--- config.mk ---
export PLATFORM = sky130hd
export DESIGN_NAME = pmc_ctrl
export DESIGN_NICKNAME = d
export VERILOG_FILES = /design/src/pmc_pkg.sv /design/src/pmc_ctrl.sv
export SDC_FILE = /design/constraint.sdc
export NUM_CORES = 1
export LEC_CHECK = 0
export BUFFER_PORTS_ARGS = -buffer_cell sky130_fd_sc_hd__clkbuf_2
export CORE_MARGIN = 4
export CORE_UTILIZATION = 47
export CTS_CLUSTER_SIZE = 24
export DETAILED_ROUTE_END_ITERATION = 7
export PLACE_DENSITY = 0.76
export SETUP_SLACK_MARGIN = 0.05
export SLEW_MARGIN = 20
export SYNTH_ARGS = -nofsm -noshare
export SYNTH_HDL_FRONTEND = slang
export SYNTH_SLANG_ARGS = --single-unit
--- constraint.sdc ---
create_clock -name MCLK_IN -period 2.3 [get_ports MCLK_IN]
set_input_delay 0.46 -clock MCLK_IN [delete_from_list [all_inputs] [get_ports MCLK_IN]]
set_output_delay 0.46 -clock MCLK_IN [all_outputs]
set_load 0.01 [all_outputs]
--- src/pmc_pkg.sv ---
package pmc_pkg;

    // ******************************************************************
    // Register map
    // ******************************************************************
    localparam logic [3:0] PMC_ADDR_CTRL   = 4'h0;
    localparam logic [3:0] PMC_ADDR_STATUS = 4'h1;
    localparam logic [3:0] PMC_ADDR_WAKE   = 4'h2;
    localparam logic [3:0] PMC_ADDR_OPCODE = 4'h3;

    // Control register fields.
    localparam int PMC_CTRL_SLOW_BIT   = 0;
    localparam int PMC_CTRL_DIV_LSB    = 1;
    localparam int PMC_CTRL_TBIE_BIT   = 3;
    localparam int PMC_CTRL_LONG_BIT   = 4;
    localparam int PMC_CTRL_WDGH_BIT   = 5;
    localparam logic [31:0] PMC_CTRL_RESET = 32'h0000_0000;

    // Wake source positions in the wake register.
    localparam int PMC_WK_SPI_SLAVE = 0;
    localparam int PMC_WK_ART_EXT   = 1;

    localparam logic [31:0] PMC_UNMAPPED_DATA = 32'h0000_0000;

    // ******************************************************************
    // Encodings and timing
    // ******************************************************************
    localparam logic [7:0] PMC_HALT_OPCODE = 8'h8E;
    localparam logic [1:0] PMC_MASK_ALL_ON = 2'b10;
    localparam int PMC_DELAY_SHORT = 256;
    localparam int PMC_DELAY_LONG  = 4096;
    localparam int PMC_MCLK_MULT   = 2;

    typedef enum logic [5:0] {
        PMC_ST_RUN     = 6'b00_0001,
        PMC_ST_WAIT    = 6'b00_0010,
        PMC_ST_AHALT   = 6'b00_0100,
        PMC_ST_HALT    = 6'b00_1000,
        PMC_ST_STAB    = 6'b01_0000,
        PMC_ST_RESUME  = 6'b10_0000
    } pmc_state_t;

    // CPU side request group.
    typedef struct packed {
        logic       wait_for_interrupt_instruction;
        logic       exec;
        logic [7:0] opcode;
    } pmc_cpu_req_t;

    // Interrupt side group.
    typedef struct packed {
        logic any_irq;
        logic ext_irq;
        logic tb_irq;
        logic spi_irq;
        logic art_irq;
    } pmc_irq_t;

endpackage : pmc_pkg

--- src/pmc_ctrl.sv ---
// How it works
// - Reset starts RUN at master clock rate.
// - Slow mode divides by 2/4/8/16.
// - Wait in slow keeps divided clock.
// - Wait stops CPU clock, peripherals run.
// - Wait entry forces mask bits to 10.
// - Wait ends on interrupt or reset.
// - CPU stacks mask; restore on pop.
// - Halt picks active-halt when timebase enabled.
// - Active-halt runs only oscillator and timebase.
// - Active-halt exit only timebase, no delay.
// - Active-halt reset exit uses stabilization delay.
// - Halt entry forces mask; pending wakes.
// - Active-halt with timebase: no watchdog reset.
// - Timebase cleared during delay: halt remainder.
// - Halt stops oscillator and all peripherals.
// - Halt exit restarts oscillator, waits delay.
// - Only chosen interrupts wake from halt.
// - Watchdog option: halt or watchdog reset.
// - Opcode 8E decodes as halt.
// - Serial interface wakes only in slave.
// - PWM timer wakes only on external clock.
module pmc_ctrl #(
    parameter int DELAY_SHORT = pmc_pkg::PMC_DELAY_SHORT,
    parameter int DELAY_LONG  = pmc_pkg::PMC_DELAY_LONG
) (
    // Clock and reset
    input  wire logic                 MCLK_IN,
    input  wire logic                 RST_N_IN,
    // Avalon-MM slave
    input  wire logic [3:0]           AVS_ADDRESS_IN,
    input  wire logic                 AVS_READ_IN,
    input  wire logic                 AVS_WRITE_IN,
    input  wire logic [31:0]          AVS_WRITEDATA_IN,
    output logic      [31:0]          AVS_READDATA_OUT,
    output logic                      AVS_WAITREQUEST_OUT,
    // CPU core
    input  wire pmc_pkg::pmc_cpu_req_t CPU_REQ_IN,
    input  wire logic                 WDG_ACTIVE_IN,
    // Interrupt sources, same clock domain
    input  wire pmc_pkg::pmc_irq_t    IRQ_IN,
    // Clock gates and control outputs
    output logic                      CPU_CLK_EN_OUT,
    output logic                      PERIPH_CLK_EN_OUT,
    output logic                      OSC_EN_OUT,
    output logic                      TIMEBASE_EN_OUT,
    output logic                      MASK_FORCE_OUT,
    output logic [1:0]                MASK_LEVEL_OUT,
    output logic                      WAKE_SERVICE_OUT,
    output logic                      WDG_RESET_OUT,
    output logic [4:0]                CLK_DIV_OUT
);
    import pmc_pkg::*;

    // ******************************************************************
    // Registers
    // ******************************************************************
    logic        slow_mode_enable_q;
    logic [1:0]  slow_divider_select_q;
    logic        timebase_interrupt_enable_q;
    logic        delay_long_q;
    logic        watchdog_halt_option_q;
    logic [1:0]  wake_cfg_q;
    logic [7:0]  last_opcode_q;
    pmc_state_t  state_q;
    logic [12:0] stab_cnt_q;
    logic        tb_wake_q;
    logic [12:0] tb_win_q;
    logic        was_reset_q;

    logic is_halt;
    logic halt_wake;
    logic [12:0] delay_cycles;

    // Opcode 8E is the halt instruction.
    // halt decode
    assign is_halt = CPU_REQ_IN.exec && (CPU_REQ_IN.opcode == PMC_HALT_OPCODE);

    // Only whitelisted sources leave halt; all others are ignored.
    // halt wake filter
    assign halt_wake = IRQ_IN.ext_irq
        || (IRQ_IN.spi_irq && wake_cfg_q[PMC_WK_SPI_SLAVE])
        || (IRQ_IN.art_irq && wake_cfg_q[PMC_WK_ART_EXT]);

    assign delay_cycles = delay_long_q ? 13'(DELAY_LONG) : 13'(DELAY_SHORT);

    // ******************************************************************
    // Bus slave
    // ******************************************************************
    // Waitrequest idles high and drops for one cycle once a request is
    // seen, so every transfer ends on its second edge.  One wait state is
    // traded for an output that comes straight from a flip-flop.
    always_ff @(posedge MCLK_IN) begin
        if (!RST_N_IN) begin
            AVS_WAITREQUEST_OUT <= 1'b1;
        end else begin
            AVS_WAITREQUEST_OUT <= !((AVS_READ_IN || AVS_WRITE_IN) &&
                AVS_WAITREQUEST_OUT);
        end
    end

    always_ff @(posedge MCLK_IN) begin
        if (!RST_N_IN) begin
            AVS_READDATA_OUT <= PMC_UNMAPPED_DATA;
        end else if (AVS_READ_IN && AVS_WAITREQUEST_OUT) begin
            case (AVS_ADDRESS_IN)
                PMC_ADDR_CTRL: begin
                    AVS_READDATA_OUT <= {26'h0, watchdog_halt_option_q,
                        delay_long_q, timebase_interrupt_enable_q,
                        slow_divider_select_q, slow_mode_enable_q};
                end
                PMC_ADDR_STATUS: begin
                    AVS_READDATA_OUT <= {26'h0, state_q};
                end
                PMC_ADDR_WAKE: begin
                    AVS_READDATA_OUT <= {30'h0, wake_cfg_q};
                end
                PMC_ADDR_OPCODE: begin
                    AVS_READDATA_OUT <= {24'h0, last_opcode_q};
                end
                default: begin
                    AVS_READDATA_OUT <= PMC_UNMAPPED_DATA;
                end
            endcase
        end
    end

    always_ff @(posedge MCLK_IN) begin
        if (!RST_N_IN) begin
            slow_mode_enable_q          <= PMC_CTRL_RESET[PMC_CTRL_SLOW_BIT];
            slow_divider_select_q       <= 2'b00;
            timebase_interrupt_enable_q <= PMC_CTRL_RESET[PMC_CTRL_TBIE_BIT];
            delay_long_q                <= PMC_CTRL_RESET[PMC_CTRL_LONG_BIT];
            watchdog_halt_option_q      <= PMC_CTRL_RESET[PMC_CTRL_WDGH_BIT];
            wake_cfg_q                  <= 2'b00;
        end else if (AVS_WRITE_IN && !AVS_WAITREQUEST_OUT) begin
            if (AVS_ADDRESS_IN == PMC_ADDR_CTRL) begin
                slow_mode_enable_q <= AVS_WRITEDATA_IN[PMC_CTRL_SLOW_BIT];
                slow_divider_select_q <=
                    AVS_WRITEDATA_IN[PMC_CTRL_DIV_LSB +: 2];
                timebase_interrupt_enable_q <=
                    AVS_WRITEDATA_IN[PMC_CTRL_TBIE_BIT];
                delay_long_q <= AVS_WRITEDATA_IN[PMC_CTRL_LONG_BIT];
                watchdog_halt_option_q <= AVS_WRITEDATA_IN[PMC_CTRL_WDGH_BIT];
            end
            if (AVS_ADDRESS_IN == PMC_ADDR_WAKE) begin
                wake_cfg_q <= AVS_WRITEDATA_IN[1:0];
            end
        end
    end

    always_ff @(posedge MCLK_IN) begin
        if (!RST_N_IN) begin
            last_opcode_q <= 8'h00;
        end else if (CPU_REQ_IN.exec) begin
            last_opcode_q <= CPU_REQ_IN.opcode;
        end
    end

    // ******************************************************************
    // Mode sequencer
    // ******************************************************************
    // Reset itself is counted as a wake from any mode; the power-on path
    // goes through the stabilization delay like a halt reset exit.
    always_ff @(posedge MCLK_IN) begin
        if (!RST_N_IN) begin
            state_q     <= PMC_ST_STAB;
            stab_cnt_q  <= 13'h0000;
            was_reset_q <= 1'b1;
        end else begin
            case (state_q)
                PMC_ST_RUN: begin
                    was_reset_q <= 1'b0;
                    if (CPU_REQ_IN.wait_for_interrupt_instruction) begin
                        state_q <= PMC_ST_WAIT;
                    end else if (is_halt) begin
                        if (timebase_interrupt_enable_q) begin
                            state_q <= PMC_ST_AHALT;
                        end else if (!(WDG_ACTIVE_IN &&
                                       !watchdog_halt_option_q)) begin
                            state_q <= PMC_ST_HALT;
                        end
                    end
                end
                PMC_ST_WAIT: begin
                    if (IRQ_IN.any_irq) begin
                        state_q <= PMC_ST_RESUME;
                    end
                end
                PMC_ST_AHALT: begin
                    if (IRQ_IN.tb_irq) begin
                        state_q <= PMC_ST_RESUME;
                    end
                end
                PMC_ST_HALT: begin
                    if (halt_wake) begin
                        state_q    <= PMC_ST_STAB;
                        stab_cnt_q <= 13'h0000;
                    end
                end
                PMC_ST_STAB: begin
                    if (stab_cnt_q >= delay_cycles - 13'd1) begin
                        state_q <= was_reset_q ? PMC_ST_RUN : PMC_ST_RESUME;
                    end else begin
                        stab_cnt_q <= stab_cnt_q + 13'd1;
                    end
                end
                PMC_ST_RESUME: begin
                    state_q <= PMC_ST_RUN;
                end
                default: begin
                    state_q <= PMC_ST_RUN;
                end
            endcase
            if (state_q == PMC_ST_RUN && tb_wake_q &&
                !timebase_interrupt_enable_q) begin
                state_q <= PMC_ST_HALT;
            end
        end
    end

    // Window after an active-halt wake in which the timebase enable must
    // stay set.
    always_ff @(posedge MCLK_IN) begin
        if (!RST_N_IN) begin
            tb_wake_q <= 1'b0;
            tb_win_q  <= 13'h0000;
        end else if (state_q == PMC_ST_AHALT && IRQ_IN.tb_irq) begin
            tb_wake_q <= 1'b1;
            tb_win_q  <= delay_cycles;
        end else if (tb_wake_q) begin
            tb_win_q <= tb_win_q - 13'd1;
            if (tb_win_q <= 13'd1 || state_q == PMC_ST_HALT) begin
                tb_wake_q <= 1'b0;
            end
        end
    end

    // ******************************************************************
    // Output flops
    // ******************************************************************
    always_ff @(posedge MCLK_IN) begin
        if (!RST_N_IN) begin
            CPU_CLK_EN_OUT    <= 1'b0;
            PERIPH_CLK_EN_OUT <= 1'b0;
            OSC_EN_OUT        <= 1'b1;
            TIMEBASE_EN_OUT   <= 1'b0;
            MASK_FORCE_OUT    <= 1'b0;
            MASK_LEVEL_OUT    <= PMC_MASK_ALL_ON;
            WAKE_SERVICE_OUT  <= 1'b0;
            WDG_RESET_OUT     <= 1'b0;
            CLK_DIV_OUT       <= 5'd1;
        end else begin
            CLK_DIV_OUT <= slow_mode_enable_q ?
                (5'd2 << slow_divider_select_q) : 5'd1;
            CPU_CLK_EN_OUT <= (state_q == PMC_ST_RUN) ||
                (state_q == PMC_ST_RESUME);
            PERIPH_CLK_EN_OUT <= (state_q == PMC_ST_RUN) ||
                (state_q == PMC_ST_WAIT) || (state_q == PMC_ST_RESUME);
            OSC_EN_OUT <= (state_q != PMC_ST_HALT);
            TIMEBASE_EN_OUT <= (state_q != PMC_ST_HALT) &&
                (state_q != PMC_ST_STAB);
            MASK_FORCE_OUT <= (state_q == PMC_ST_WAIT) ||
                (state_q == PMC_ST_AHALT) || (state_q == PMC_ST_HALT);
            MASK_LEVEL_OUT <= PMC_MASK_ALL_ON;
            WAKE_SERVICE_OUT <= (state_q == PMC_ST_RESUME);
            WDG_RESET_OUT <= (state_q == PMC_ST_RUN) && is_halt &&
                !timebase_interrupt_enable_q && WDG_ACTIVE_IN &&
                !watchdog_halt_option_q;
        end
    end
endmodule : pmc_ctrl

==> flow_summary.json, run 1 <==
{
  "initial_core_util": 0.486,
  "fp.dieW_um": 94.6,
  "via_per_inst": 5.41,
  "p_leak_uw": 0.00186,
  "worstMarginPinSlew_ns": 0.630,
  "grt_pass1_wl_um": 13200,
  "post-cts-setup-buffer-count": 0,
  "ctsHtreeMaxLevel": 3,
  "crit_chain": "or4_4 > or3b_4 > a211o_4 > a211oi_4 > a41o_1",
  "clock_latency_ns": 0.35,
  "synth_top_family_by_area": "simple AND/OR/NAND/NOR gates",
  "wl_per_cell_um": 14.6,
  "clk_path_buf_depth": 2,
  "holdBufCountCts": 0,
  "fp.coreArea_um2": 7250,
  "critPathCaptureType": "flip-flop",
  "cp_top_family": "compound AO/OA/AOI/OAI gates",
  "final_net_count": 523,
  "cts_root_buf": "clkbuf_8",
  "hp-class": "primary input to flip-flop",
  "routed-wl-met2_um": 4030,
  "rsz0062_at_grt": "true",
  "fmax_mhz": 436,
  "irDropWorstVdd_mv": 0.309,
  "fin_crit_ns": 2.30,
  "drive_above_1_share": 0.252,
  "criticalPathCategory": "flip-flop to flip-flop",
  "synth-xor-area-share": 0.0273,
  "first_pass_iters": 5,
  "required_ns": 2.60,
  "worst_setup_path_start_kind": "flip-flop",
  "ys_types": 63,
  "place_hpwl_um": 5930,
  "hold_violations": 0,
  "portBuffers": 50,
  "muxShareOfSynthArea": 0.0816,
  "antenna_cells": 0,
  "p_per_area_nw_per_um2": 700,
  "maxSlewViolCount": 0,
  "grt_usage": 0.185,
  "relSlewSlack": 0.574,
  "drv_cap": 0,
  "synth_top_flop_cell": "dfxtp_1",
  "ys_seq_area_frac": 0.403,
  "die-height_um": 94.6,
  "synth-seq-cells": 71,
  "antenna_left": 0,
  "m1WireLength_um": 3540,
  "synth.area.top_cells": "dfxtp_1 (40%), mux2i_1 (6.2%), buf_4 (5.5%), nor2_1 (5.2%), nand2_1 (3.2%)",
  "io_pins": 103,
  "clk_pin_slew_ns": 0.09,
  "fin_hold_ws_ns": 0.341,
  "cts_tree": "yes",
  "slowest_stage": "or4_4",
  "synthArstFlopShare": 0,
  "synth_edf_count": 0,
  "grt_pass1_vias": 2912,
  "finClkSkew_ns": 0.0126,
  "die-area_um2": 8950,
  "multi_input_area_um2": 2030,
  "regArea_um2": 1420,
  "drc": 0,
  "run_status": "finished clean",
  "fillers": 631,
  "num_rows": 31,
  "syn_area_um2": 3520,
  "avgSynthCellArea_um2": 9.08,
  "gp_congestion": 0.863,
  "synth-compound-area-share": 0.164,
  "min_period_over_period": 0.998,
  "cts_buffers": 9,
  "wl_met3_um": 494,
  "syn2layout_area_growth_pct": 22.3,
  "grt_max_degree": 30,
  "syn_inst": 388,
  "vias": 3050,
  "cts_sinks": 71,
  "drtIter0Drc": 179,
  "antenna_found_initial": 0,
  "synthSimpleGateAreaFrac": 0.214,
  "worstPathArrival_ns": 2.59,
  "dr.max_layer_used": "met4",
  "reg2reg_slack_ns": 0.004,
  "yosysTopAreaCell": "dfxtp_1",
  "setup_violations": 0,
  "synth_adder_area_share": 0.0248,
  "cp.buffers_inverters": 0,
  "worst-path-max-fanout": 7,
  "routed_wl_um": 8260,
  "yosys.area.top_type_share": 0.403,
  "grt_overflow": 0,
  "ys_warn_count": 0,
  "utilization": 0.594,
  "max_stage_delay_ns": 0.54
}
-- state kept, by name (all words and copies together), names as in the netlist, 2 cells and up --
signal                 flops
AVS_READDATA_OUT           8
CLK_DIV_OUT                5
tb_win_q                  13
wake_cfg_q                 2
last_opcode_q              8
slow_divider_select_q      2
stab_cnt_q                13
state_q                    6
-- where the power goes --
part / internal, uW / total [uW] / switching (uW)
Combinational: 187 / 440 / 253
Sequential: 1270 / 1320 / 49.1
Clock: 738 / 1260 / 520
Total: 2190 / 3020 / 823
-- cells by family (layout without fill, tap and decap cells) --
group / after synthesis / count (layout)
AND/OR/NAND/NOR: 148 / 148
other: 2 / 26
flip-flops: 71 / 71
AO/OA/AOI/OAI: 71 / 72
multiplexers: 26 / 26
XOR/XNOR: 11 / 11
buffers and inverters: 52 / 104
adder cells (fa/ha/maj): 7 / 7
-- cell usage in the layout (no fill, tap or decap), drive strengths merged, types with 13 or more instances in the layout --
cell type | synthesis | layout
inv | 14 | 17
dfxtp | 71 | 71
nand2 | 30 | 30
mux2i | 22 | 22
clkbuf | 10 | 59
nor2 | 49 | 49
nand3 | 13 | 13
a21oi | 14 | 14
conb | 2 | 26
buf | 28 | 24
-- routing by layer --
layer  vias up  global-route usage
li1       1495                   -
met1      1430               0.225
met2       105               0.314
met3        20              0.0343
met4         0              0.0889
met5         -                   0
-- worst reg2reg max path, stage by stage (launching register included) --
cell and delay [ns]:
dfxtp_2 0.33, or4_4 0.54, or3b_4 0.41, a211o_4 0.36, a211oi_4 0.40, a41o_1 0.21
-- repair_timing --
action,4_1_cts,5_1_grt
resized for setup,4,12
cloned,1,0
pin swaps,0,5
endpoints found under the setup margin,8,19
-- path summary, 6_finish.rpt --
| kind | from | end | cells past startpoint |
|---|---|---|---|
| max reg2reg | state_q[1] | stab_cnt_q[5] | 5 |
| min reg2reg | AVS_WAITREQUEST_OUT | AVS_WAITREQUEST_OUT | 1 |
| max | state_q[1] | stab_cnt_q[5] | 5 |
| min | AVS_WRITE_IN | AVS_WAITREQUEST_OUT | 2 |
-- cell usage after synthesis (2+ instances only) --
cell type  instances
a2111oi_0          2
a2111oi_2          5
a211oi_1           2
a21o_1             3
a21oi_1           14
a221oi_1           2
a22o_1             5
a22oi_1            8
a31oi_1            2
a32o_1             2
and3_1             3
buf_4             26
clkbuf_1          10
conb_1             2
dfxtp_1           71
ha_1               7
inv_1             14
mux2_2             2
mux2i_1           22
mux4_2             2
nand2_1           30
nand2b_1          10
nand3_1           13
nand3b_1           4
nand4_1            6
nor2_1            49
nor2b_1            2
nor3_1             5
nor3b_1            5
nor4_1             7
o211ai_1           2
o21a_1             2
o21ai_0            9
or4_1              2
xnor2_1            8
xor2_1             3
-- stage by stage --
stage | total power (uW) | setup slack, ns | instance area, um2 | std cells | setup TNS (ns)
floorplan | 1630 | 0.0635 | 3630 | 412 | 0
global placement | 1730 | -0.155 | 3950 | 547 | -1.57
detailed placement | 1740 | -0.237 | 3950 | 547 | -2.26
CTS | 2990 | 0.0522 | 4240 | 564 | 0
global route | 3130 | -0.110 | 4310 | 564 | -0.632
finish | 3020 | 0.00409 | 4310 | 564 | 0
-- cell type report --
class / count / area share
Sequential cell: 71 / 0.330
Clock inverter: 7 / 0.0296
Clock buffer: 9 / 0.0287
Tap cell: 99 / 0.0287
Multi-Input combinational cell: 290 / 0.471
Inverter: 14 / 0.0122
Timing Repair Buffer: 74 / 0.0999
No activity file was read; power rests on OpenSTA's default activity.
==> inputs of run 2 (changes only) <==
--- a/config.mk
+++ b/config.mk
@@ -11,7 +11,7 @@
 export CTS_CLUSTER_SIZE = 24
 export DETAILED_ROUTE_END_ITERATION = 7
 export PLACE_DENSITY = 0.76
-export SETUP_SLACK_MARGIN = 0.05
+export SETUP_SLACK_MARGIN = 0.1
 export SLEW_MARGIN = 20
 export SYNTH_ARGS = -nofsm -noshare
 export SYNTH_HDL_FRONTEND = slang
==> constraint.sdc (replaced) <==
create_clock -name MCLK_IN -period 1.8 [get_ports MCLK_IN]
set_input_delay 0.36 -clock MCLK_IN [delete_from_list [all_inputs] [get_ports MCLK_IN]]
set_output_delay 0.36 -clock MCLK_IN [all_outputs]
set_load 0.01 [all_outputs]
==> run 2 against run 1 <==
The run now ends with negative setup slack left. Fmax shrank 0.62%. Combinational power up 69%. First-iteration DRC count down 35%. Power rose by 23%. Clock power up 4%. Non-clock buffer count is 51 higher. Register-to-register slack worse by 0.51 ns. Worst hold slack worse by 0.12 ns. Critical path type unchanged. Largest cell class unchanged. Clock skew is 0.0046 ns lower. Global-route usage rose by 2.2 points. Sequential power rose by 26%.
==> flow_summary.json, run 2 (same netlist as run 1, synthesis figures left out) <==
{
  "cts_tree": "yes",
  "holdBufCountCts": 0,
  "required_ns": 2.09,
  "io_pins": 103,
  "worstPathArrival_ns": 2.60,
  "grt_pass1_vias": 3077,
  "dr.max_layer_used": "met4",
  "critPathCaptureType": "flip-flop",
  "cp.buffers_inverters": 1,
  "placed_area_um2": 4320,
  "criticalPathCategory": "flip-flop to flip-flop",
  "portBuffers": 50,
  "antenna_cells": 0,
  "utilization": 0.668,
  "fin_ws_ns": -0.510,
  "routed-wl-met2_um": 4910,
  "place_hpwl_um": 6650,
  "die-height_um": 94.6,
  "cts_root_buf": "clkbuf_8",
  "multi_input_area_um2": 2150,
  "hp-class": "primary input to flip-flop",
  "final_net_count": 573,
  "worst-path-max-fanout": 8,
  "worstMarginPinSlew_ns": 0.745,
  "fillers": 538,
  "grt_max_degree": 31,
  "worst_setup_path_start_kind": "flip-flop",
  "rsz0062_at_grt": "true",
  "regArea_um2": 1420,
  "finClkSkew_ns": 0.00793,
  "grt_overflow": 0,
  "die-area_um2": 8950,
  "drtIter0Drc": 116,
  "clk_path_buf_depth": 2,
  "m1WireLength_um": 3920,
  "fin_crit_ns": 2.31,
  "ctsHtreeMaxLevel": 3,
  "intPower_uw": 2640,
  "maxSlewViolCount": 0,
  "setup-tns-final_ns": -7.41,
  "cp_top_family": "compound AO/OA/AOI/OAI gates",
  "wl_per_cell_um": 15.7,
  "hold_violations": 0,
  "relSlewSlack": 0.504,
  "power_frac_comb": 0.201,
  "p_per_area_nw_per_um2": 766,
  "num_rows": 31,
  "violations": "negative setup slack",
  "first_pass_iters": 5,
  "antenna_left": 0,
  "gp_congestion": 0.860,
  "dp.cells": 591,
  "grt_pass1_wl_um": 14300,
  "via_per_inst": 5.38,
  "cts_buffers": 9,
  "slowest_stage": "a211o_4",
  "layout_commonest_cell": "dfxtp_1",
  "cts_sinks": 71,
  "routed_wl_um": 9640,
  "wl_met3_um": 561,
  "largestRegisters": "stab_cnt_q: 13 flops, tb_win_q: 13 flops",
  "clkPwrFrac": 0.353,
  "fp.coreArea_um2": 7250,
  "drv_cap": 0,
  "clk_pin_slew_ns": 0.08,
  "setup_violations": 19,
  "fin_area_um2": 4840,
  "vias": 3302,
  "antenna_found_initial": 0,
  "grt_usage": 0.207,
  "fmax_mhz": 433,
  "max_stage_delay_ns": 0.41,
  "fin_cells": 614,
  "final_cell_mix": "dfxtp_1 (69), buf_4 (63), clkbuf_2 (50)",
  "clock_latency_ns": 0.36,
  "fp.dieW_um": 94.6,
  "netSwitchingFraction": 0.290,
  "place_ws_ns": -0.560,
  "drc": 0,
  "switching_power_uw": 1070,
  "crit_chain": "inv_1 > ha_1 > a21o_1 > a211o_1 > a211o_4 > a2111oi_4 > mux2i_1",
  "irDropWorstVdd_mv": 0.352,
  "drive_above_1_share": 0.367,
  "p_leak_uw": 0.00211,
  "initial_core_util": 0.486,
  "syn2layout_area_growth_pct": 37.5,
  "run_status": "finished with violations",
  "min_period_over_period": 1.28,
  "seqPwrFrac": 0.446
}
run 2: metal layers:
metal / vias up / track usage
li1: 1594 / -
met1: 1572 / 0.235
met2: 113 / 0.366
met3: 23 / 0.0582
met4: 0 / 0.0793
met5: - / 0
run 2: through the flow:
step	total power, uW	hold WS, ns
global route	3860	0.231
CTS	3680	0.220
finish	3710	0.225
floorplan	2090	0.438
global placement	2310	0.445
detailed placement	2330	0.455
run 2: area by class of cell:
cell class,count,area share
repair buffers,125,0.183
well taps,99,0.0256
clock buffers,9,0.0256
clock inverters,7,0.0165
inverters,14,0.0108
multi-input cells,289,0.444
flip-flops and latches,71,0.294
run 2: path summary, 6_finish.rpt:
kind                        from                  end  slack, ns  depth (start not counted)
max                 delay_long_q       stab_cnt_q[10]      -0.51                          7
min                 AVS_WRITE_IN  AVS_WAITREQUEST_OUT       0.23                          2
max reg2reg         delay_long_q       stab_cnt_q[10]      -0.51                          7
min reg2reg  AVS_WAITREQUEST_OUT  AVS_WAITREQUEST_OUT       0.48                          1
run 2: repair_timing:
| action | 4_1_cts | 5_1_grt |
|---|---|---|
| buffers inserted | 3 | 4 |
| gates resized for setup | 18 | 34 |
| pin swaps | 12 | 14 |
| endpoints found under the setup margin | 31 | 35 |
run 2: worst reg2reg max path, cell delays in order (launching register included):
cell       delay, ns
dfxtp_1         0.33
inv_1           0.07
ha_1            0.33
a21o_1          0.19
a211o_1         0.33
a211o_4         0.41
a2111oi_4       0.38
mux2i_1         0.21
run 2: power by group through the flow:
stage | Sequential, uW | Clock [uW] | Combinational (uW)
global route | 1660 | 1400 | 798
finish | 1660 | 1310 | 744
global placement | 1690 | 0 | 623
floorplan | 1700 | 0 | 390
detailed placement | 1690 | 0 | 637
CTS | 1650 | 1320 | 700
